### src/pkg/lsh_map.svh
// Constant map for the local bus status and hold arbiter
`ifndef LSH_MAP_SVH
`define LSH_MAP_SVH
// Cycle status codes, bit 2 is the MSB
`define LSH_ST_INTA 3'h0
`define LSH_ST_IORD 3'h1
`define LSH_ST_IOWR 3'h2
`define LSH_ST_HALT 3'h3
`define LSH_ST_FETCH 3'h4
`define LSH_ST_MEMRD 3'h5
`define LSH_ST_MEMWR 3'h6
`define LSH_ST_PASSIVE 3'h7
// Width of the memory address
`define LSH_AW 20
// Last start-up count, at which the select pins are judged
`define LSH_ARM_LAST 2'h3
`define LSH_ARM_ONE 2'h1
// Reset values of outputs
`define LSH_INACTIVE 1'b1
`define LSH_ZERO 1'b0
`endif

### src/pkg/lsh_pkg.sv
// Types shared by the local bus status and hold arbiter
`include "lsh_map.svh"
package lsh_pkg;
	// Bus sequencing phases
	typedef enum logic [2:0] {
		LSH_IDLE, LSH_T1, LSH_T2, LSH_T3, LSH_T4, LSH_HOLD
	} lsh_phase_t;
	// One bus cycle request from the core
	typedef struct packed {
		logic valid;
		logic [2:0] code;
		logic [`LSH_AW-1:0] addr;
		logic refresh;
	} lsh_req_t;
	// Whole state of the arbiter
	typedef struct packed {
		lsh_phase_t phase;
		lsh_req_t cur;
		logic [2:0] holdSync;
		logic [2:0] ucsSync;
		logic [2:0] lcsSync;
		logic holdSeen;
		logic [1:0] armCnt;
		logic armed;
		logic testFloat;
		logic lockPend;
		logic lockOn;
		logic grant;
		logic busFloat;
		logic [2:0] status;
		logic ucsN;
		logic lcsN;
		logic rfshN;
	} lsh_state_t;
endpackage

### src/logic/lsh_bus_ctrl.sv
// Local bus status encoder, lock, hold arbiter and memory selects
// Function
// No other master takes bus while locked
// Lock asserts at first locked data cycle
// Lock held until instruction completes
// No prefetch while lock asserted
// Lock floats in hold and reset
// Drive three-bit cycle status code
// Passive code seven when idle
// Master holds request high while needed
// Raise grant in answer to request
// Float bus with grant, same cycle
// Drop grant test_float_mode request seen low
// Drive bus again at next cycle
// Enhanced: drop grant for pending refresh
// Master yields bus when grant drops
// Upper select for upper block references
// Upper select driven during hold
// Both selects low at reset: test float
// Test float floats every pin
// Lower select sampled, driven in hold
// Refresh indicator low in enhanced refresh
// Finish cycle, never grant while locked
`timescale 1ns/100ps
`include "lsh_map.svh"
module lsh_bus_ctrl
	import lsh_pkg::*;
(
	input wire logic clk_sys,
	input wire logic rst,
	input wire lsh_req_t cycReq,
	output logic cycReady,
	input wire logic lockPrefix,
	input wire logic instrDone,
	input wire logic enhancedMode,
	input wire logic [`LSH_AW-1:0] upperMask,
	input wire logic [`LSH_AW-1:0] lowerMask,
	input wire logic holdReqIn,
	output logic holdGrantOut,
	output logic holdGrantOeN,
	output logic [2:0] cycStatusOut,
	output logic cycStatusOeN,
	output logic lockOut_n,
	output logic lockOeN,
	output logic refreshCycleOut_n,
	output logic refreshOeN,
	output logic upperMemSelectOut_n,
	input wire logic upperMemSelectIn_n,
	output logic upperMemSelectOeN,
	output logic lowerMemSelectOut_n,
	input wire logic lowerMemSelectIn_n,
	output logic lowerMemSelectOeN,
	output logic busOeN,
	output logic testFloatMode
);
	lsh_state_t q; // Registered state
	lsh_state_t d; // Next state
	logic allFloat; // Start-up or test float
	logic takeHold; // Hold seen and no lock, so hold may be granted
	logic isFetch; // Requested cycle is a prefetch
	logic refreshPend; // Enhanced refresh waiting

	// Memory cycle types drive the chip selects
	function automatic logic isMem(input logic [2:0] code);
		isMem = (code == `LSH_ST_FETCH) || (code == `LSH_ST_MEMRD) ||
			(code == `LSH_ST_MEMWR);
	endfunction

	// Helper terms for the idle decision
	always_comb begin
		allFloat = q.armed || q.testFloat;
		isFetch = cycReq.code == `LSH_ST_FETCH;
		refreshPend = cycReq.valid && cycReq.refresh && enhancedMode;
		// No grant locked
		takeHold = q.holdSeen && !q.lockOn;
		// Prefetch held off
		cycReady = (q.phase == LSH_IDLE) && !allFloat && !takeHold &&
			!(isFetch && q.lockOn);
	end

	// Next state of the whole block
	always_comb begin
		d = q;
		// Three-stage sample of the hold request and both select pins
		d.holdSync = {q.holdSync[1:0], holdReqIn};
		d.ucsSync = {q.ucsSync[1:0], upperMemSelectIn_n};
		d.lcsSync = {q.lcsSync[1:0], lowerMemSelectIn_n};
		// Change counts test_float_mode second and third agree
		if (q.holdSync[1] == q.holdSync[2]) begin
			d.holdSeen = q.holdSync[2];
		end
		// Start-up window after reset release
		if (q.armed) begin
			d.armCnt = q.armCnt + `LSH_ARM_ONE;
			if (q.armCnt == `LSH_ARM_LAST) begin
				d.armed = `LSH_ZERO;
				// Both selects low
				d.testFloat = !q.ucsSync[1] && !q.ucsSync[2] &&
					!q.lcsSync[1] && !q.lcsSync[2];
			end
		end
		// Lock prefix seen, wait for a data cycle
		if (lockPrefix) begin
			d.lockPend = `LSH_INACTIVE;
		end
		// Release at completion
		if (instrDone && q.lockOn) begin
			d.lockOn = `LSH_ZERO;
		end
		unique case (q.phase)
			// Idle: grant hold, or start a cycle
			LSH_IDLE: begin
				if (allFloat) begin
					d.phase = LSH_IDLE;
				end else if (takeHold) begin
					// Grant hold
					d.grant = `LSH_INACTIVE;
					// Float with grant
					d.busFloat = `LSH_INACTIVE;
					d.phase = LSH_HOLD;
				end else if (cycReq.valid && cycReady) begin
					d.phase = LSH_T1;
					d.cur = cycReq;
					// Drive again on need
					d.busFloat = `LSH_ZERO;
					// Drive status code
					d.status = cycReq.code;
					// Lock at data cycle
					if (q.lockPend && !isFetch) begin
						d.lockOn = `LSH_INACTIVE;
						// Prefix in this same cycle stays pending
						d.lockPend = lockPrefix;
					end
					// Upper block select
					d.ucsN = !(isMem(cycReq.code) &&
						((cycReq.addr | upperMask) == '1));
					// Lower block select
					d.lcsN = !(isMem(cycReq.code) &&
						((cycReq.addr & ~lowerMask) == '0));
					// Refresh indicator
					d.rfshN = !(cycReq.refresh && enhancedMode);
				end
			end
			// Address phase
			LSH_T1: begin
				d.phase = LSH_T2;
			end
			// Data phase
			LSH_T2: begin
				d.phase = LSH_T3;
			end
			// Status goes passive before the end
			LSH_T3: begin
				d.phase = LSH_T4;
				// Passive code
				d.status = `LSH_ST_PASSIVE;
			end
			// Cycle completes
			LSH_T4: begin
				d.phase = LSH_IDLE;
				d.ucsN = `LSH_INACTIVE;
				d.lcsN = `LSH_INACTIVE;
				d.rfshN = `LSH_INACTIVE;
			end
			// Bus owned by the external master
			LSH_HOLD: begin
				if (!q.holdSeen) begin
					// Drop grant
					d.grant = `LSH_ZERO;
					d.phase = LSH_IDLE;
				end else if (refreshPend) begin
					// Ask bus back
					d.grant = `LSH_ZERO;
				end
			end
		endcase
	end

	// State register
	always_ff @(posedge clk_sys or posedge rst) begin
		if (rst) begin
			q.phase <= LSH_IDLE;
			q.cur <= '0;
			q.holdSync <= '0;
			q.ucsSync <= '0;
			q.lcsSync <= '0;
			q.holdSeen <= `LSH_ZERO;
			q.armCnt <= '0;
			q.armed <= `LSH_INACTIVE;
			q.testFloat <= `LSH_ZERO;
			q.lockPend <= `LSH_ZERO;
			q.lockOn <= `LSH_ZERO;
			q.grant <= `LSH_ZERO;
			q.busFloat <= `LSH_INACTIVE;
			q.status <= `LSH_ST_PASSIVE;
			q.ucsN <= `LSH_INACTIVE;
			q.lcsN <= `LSH_INACTIVE;
			q.rfshN <= `LSH_INACTIVE;
		end else begin
			q <= d;
		end
	end

	// Pin drivers, enables low while driving
	always_comb begin
		holdGrantOut = q.grant;
		cycStatusOut = q.status;
		// Lock guards bus
		lockOut_n = !q.lockOn;
		refreshCycleOut_n = q.rfshN;
		upperMemSelectOut_n = q.ucsN;
		lowerMemSelectOut_n = q.lcsN;
		testFloatMode = q.testFloat;
		// Float all pins
		holdGrantOeN = allFloat;
		// Upper select driven
		upperMemSelectOeN = allFloat;
		// Lower select driven
		lowerMemSelectOeN = allFloat;
		// Lock floats
		lockOeN = allFloat || q.busFloat;
		cycStatusOeN = allFloat || q.busFloat;
		refreshOeN = allFloat || q.busFloat;
		busOeN = allFloat || q.busFloat;
	end
endmodule

### config.mk
export PLATFORM = sky130hd
export DESIGN_NAME = lsh_bus_ctrl
export DESIGN_NICKNAME = d
export VERILOG_FILES = /design/src/pkg/lsh_pkg.sv /design/src/logic/lsh_bus_ctrl.sv
export VERILOG_INCLUDE_DIRS = /design/src /design/src/pkg
export SDC_FILE = /design/constraint.sdc
export NUM_CORES = 1
export LEC_CHECK = 0
export BUFFER_PORTS_ARGS = -buffer_cell sky130_fd_sc_hd__buf_4
export CORE_ASPECT_RATIO = 0.75
export CORE_MARGIN = 1.5
export CORE_UTILIZATION = 43
export CTS_CLUSTER_SIZE = 8
export DETAILED_ROUTE_END_ITERATION = 10
export PLACE_DENSITY = 0.8
export RECOVER_POWER = 50
export SKIP_CTS_REPAIR_TIMING = 1
export SYNTH_ARGS = -nofsm -noshare
export SYNTH_HDL_FRONTEND = slang
export SYNTH_SLANG_ARGS = --single-unit
### constraint.sdc
create_clock -name clk_sys -period 1.85 [get_ports clk_sys]
set_input_delay 0.37 -clock clk_sys [delete_from_list [all_inputs] [get_ports clk_sys]]
set_output_delay 0.37 -clock clk_sys [all_outputs]
set_load 0.02 [all_outputs]
; Word level (Yosys, flattened, before mapping)
; Cells that the tools add are included.
[op_classes]
div = 0
n_eq_ne = 18
bitwise = 5
add_sub_neg = 1
n_reduce_logical = 45
mul = 0
n_lt_le_gt_ge = 0
mux = 23
n_shift = 0
[op_table]
columns = op, n
row1 = $mux W28, 1
row2 = $and A20 B20 Y20, 1
row3 = $eq A20 B20 Y1 const B, 1
row4 = $logic_not A20 Y1, 1
row5 = $not A20 Y20, 1
row6 = $or A20 B20 Y20, 1
row7 = $pmux W3 S6, 1
row8 = $logic_and A1 B1 Y1, 16
row9 = $reduce_and A4 Y1, 4
row10 = $eq A3 B3 Y1 const B, 5
row11 = $logic_not A1 Y1, 12
row12 = $mux W2, 6
row13 = $pmux W3 S2, 2
row14 = $mux W10, 1
row15 = $mux W3, 3
row16 = $ne A2 B2 Y1 const B, 4
row17 = $reduce_bool A2 Y1, 4
row18 = $mux W7, 1
row19 = $eq A3 B2 Y1 const B, 2
row20 = $mux W1, 6
row21 = $mux W6, 1
row22 = $logic_or A1 B1 Y1, 4
row23 = $ne A4 B3 Y1 const B, 1
row24 = $reduce_and A2 Y1, 2
row25 = other kinds (10), 11
[word_totals]
out_inout_bits = 17
latchBits = 0
memories = 0
wordCells = 112
rom_bits = 0
input_bits = 73
mem_bits_rw = 0
register_bits = 52

; Longest topological paths before layout
[depth]
depth_word = 10
ltp_mapped = 6
depth_no_buf = 5

; Least setup slack after synthesis
; Ideal clock, no wire load.
[synth_path]
path_type = flip-flop to output port
start = register q[11] in the netlist's numbering
end = output port cycStatusOeN
required_time_ns = 1.480
stages_incl_launch_ff = 4
path_buffers = 2
t_arrival_ns = 1.252
path_slack_ns = 0.228
cell_sequence = dfstp_2 clkbuf_1 or3_1 buf_4
[synth_via]
elab_chain_len = 2
[synth_rtl]
columns = element, line
row1 = start: declaration, lsh_bus_ctrl.sv:56  ; lsh_state_t q;
row2 = $logic_or A1 B1 Y1, lsh_bus_ctrl.sv:71  ; allFloat = q.armed || q.testFloat;
row3 = $logic_or A1 B1 Y1, -
row4 = end: declaration, lsh_bus_ctrl.sv:42  ; output logic cycStatusOeN,
; Every way passes these cells.

; Worst setup path in the final report
[layout_path]
start = register q[11] in the netlist's numbering
end = output port cycReady
[layout_via]
elab_chain_len = 5
[layout_rtl]
columns = element, line
row1 = $logic_or A1 B1 Y1, lsh_bus_ctrl.sv:71
row2 = $logic_not A1 Y1, lsh_bus_ctrl.sv:77  ; cycReady = (q.phase == LSH_IDLE) && !allFloat && !takeHold &&
row3 = $logic_and A1 B1 Y1 (3 in a row), lsh_bus_ctrl.sv:77
row4 = end: declaration, lsh_bus_ctrl.sv:32  ; output logic cycReady,
; Every way passes these cells.

==> reports/metrics.cfg <==
[status]
status=complete, no violations

[logic_synthesis]
yosys-top-cells-area=dfrtp_1 32%, dfstp_2 14%, inv_1 4.3%
synth_largest_area_cell=dfrtp_1
synth_warnings=0
synth_compound_area_share_pct=18.5
synth_top_family_by_area=simple AND/OR/NAND/NOR gates
synth_edf_count=0
async_reset_ff_share_pct=100
synthMuxAreaShare_pct=0.754
synth_adder_area_share_pct=1.51
synthCells=155
synth_top_area_share_pct=31.8
yosysSeqAreaShare_pct=45.9
synthesis.nets=229
synth_xor_area_share_pct=1.17
synth_area_um2=1490
yosysUniqueCellTypes=41
synthFlopType=dfrtp_1
synthSimpleGateAreaFrac_pct=20.8
synth_seq_cells=27
avgSynthCellArea_um2=9.64

[pwr]
power-per-cell-area_nw_per_um2=969
power_switching_mw=0.809
p_int_mw=1.35
comb_power_share_pct=44.3
switching_share_pct=37.5
clkPwrFrac_pct=14.9
vdd_drop_max_uv=526
p_leak_nw=1.11
seqPwrFrac_pct=40.8
p_total_mw=2.16

[cts]
cts_max_level=1
clkLatencyLatePin_ps=270
tritoncts=done
clock_path_buffers=2
cts.sinks=27
cts_made_buffers=3
cts-root-buf=clkbuf_8
path_clk_slew_ps=90

[global_route]
overflow=0
grt_max_degree=28
antenna_found_initial=0
track_usage_pct=23.8
grt_pass1_vias=1487
grt_first_pass_wirelength_um=6910

[detailed_routing]
drc=0
drt_iter0_drc=83
routed.top_layer=met4
detail-route-antenna-nets=0
wl_met3_um=255
drt_wl_total_um=4420
wl_met2_um=2160
via_per_inst=5.32
wl_per_cell_um=15.6
vias=1506
drt-met1-wl_um=1950
first_pass_iters=4

[worst_setup_path]
crit_buf_inv=1
arrival_ps=1430
critPathKind=reg2out
start_kind=register
endpoint_kind=primary output
critPathMaxFanout=6
path_cells=nor2_4 > and3_4 > and3_1 > buf_6
crit_required_ps=1480
critical_path.max_stage_delay_ps=600
slowest_stage=dfstp_2
crit_family=flip-flops

[hold_path]
min_path_type=in2reg

[finish]
n_antenna_cell=0
drive_above_1_share_pct=48.1
area_growth_syn_to_layout_pct=49.1
final_util_pct=67.3
final_cell_mix=91 x buf_4, 19 x dfrtp_1, 17 x nand2_1, 17 x inv_1
layout_commonest_cell=buf_4
nNetsFinal=318
num-fill-cells=276

[floorplan]
ios=90
fp.dieH_um=54.0
coreArea_um2=3310
num_rows=18
die_x_um=71.1
initial_core_util_pct=45.1
die_area_um2=3840

[timing]
drv_slew=0
setup_viol=0
setup_tns_ps=0
max_freq_mhz=555
slew_headroom_pct=6.34
fin_skew_ps=4.26
period_minus_slack_ps=1800
rsz0062_at_grt=no
hold_violations=0
period_share_pct=97.4
worstMarginPinSlew_ps=1400

[place]
port_buffers=89
gp_congestion=0.879
place_hpwl_um=3600

[run]
drv_cap=0

## per-stage QoR
stage          setup slack (ps)  area (um2)  hold slack [ps]  std cells
3_3_place_gp                198        2120              332        273
2_1_floorplan               228        1490              331        155
6_report                   48.3        2230              223        283
4_1_cts                   -28.6        2170              155        277
3_5_place_dp                179        2120              336        273
5_1_grt                    1.34        2230              213        283
## registers in the layout, indices dropped and copies added (netlist names)
register and flops:
q 13, d 6, cycStatusOut 3, holdGrantOut 1, lowerMemSelectOut_n 1, refreshCycleOut_n 1, testFloatMode 1, upperMemSelectOut_n 1
## cell usage after synthesis (3+ instances only)
master	n
a21oi_1	4
a31oi_1	3
buf_4	8
dfrtp_1	19
dfstp_2	8
inv_1	17
nand2_1	17
nand2b_1	10
nor2_1	6
nor3_1	5
nor4_1	3
o2111ai_1	3
o211ai_1	4
o21ai_0	4
o221ai_1	3
o22a_1	3
o22ai_1	9
## power groups by stage
stage	Combinational (mW)	Clock (mW)	Sequential (mW)
final	0.956	0.321	0.880
after global routing	1.03	0.349	0.896
after CTS	0.929	0.331	0.871
after detailed placement	0.923	0	0.881
after global placement	0.889	0	0.873
after floorplan	0.703	0	0.822
## metal layers
layer  vias up  track usage (%)
li1        723                -
met1       726             31.9
met2        50             41.7
met3         7             4.12
met4         0             3.77
met5         -                0
## logic make-up (layout without fill, tap and decap cells)
kind of cell | after synthesis | count (layout)
simple gates | 54 | 54
compound gates | 39 | 39
buf+inv | 30 | 118
flops | 27 | 27
fa+ha+maj | 2 | 2
xor+xnor | 2 | 2
mux | 1 | 1
## area by class of cell
type                    count  area [um2]  share of cell area, %
clock buffers               3        41.3                   1.85
inverters                  17        63.8                   2.87
multi-input cells          98         653                   29.3
repair buffers             97         728                   32.7
well taps                  40        50.0                   2.25
flip-flops and latches     27         686                   30.8
clock inverters             1        5.00                  0.225
## worst paths after layout
kind	from	to	slack (ps)	cells past startpoint
max	q[11]	cycReady	50	4
min	holdReqIn	d[22]	220	1
max reg2reg	q[49]	lowerMemSelectOut_n	140	4
min reg2reg	d[16]	d[17]	350	0
max in group asynchronous	rst	q[49]	460	3
min in group asynchronous	rst	d[22]	570	3
No activity file was read; power rests on OpenSTA's default activity.
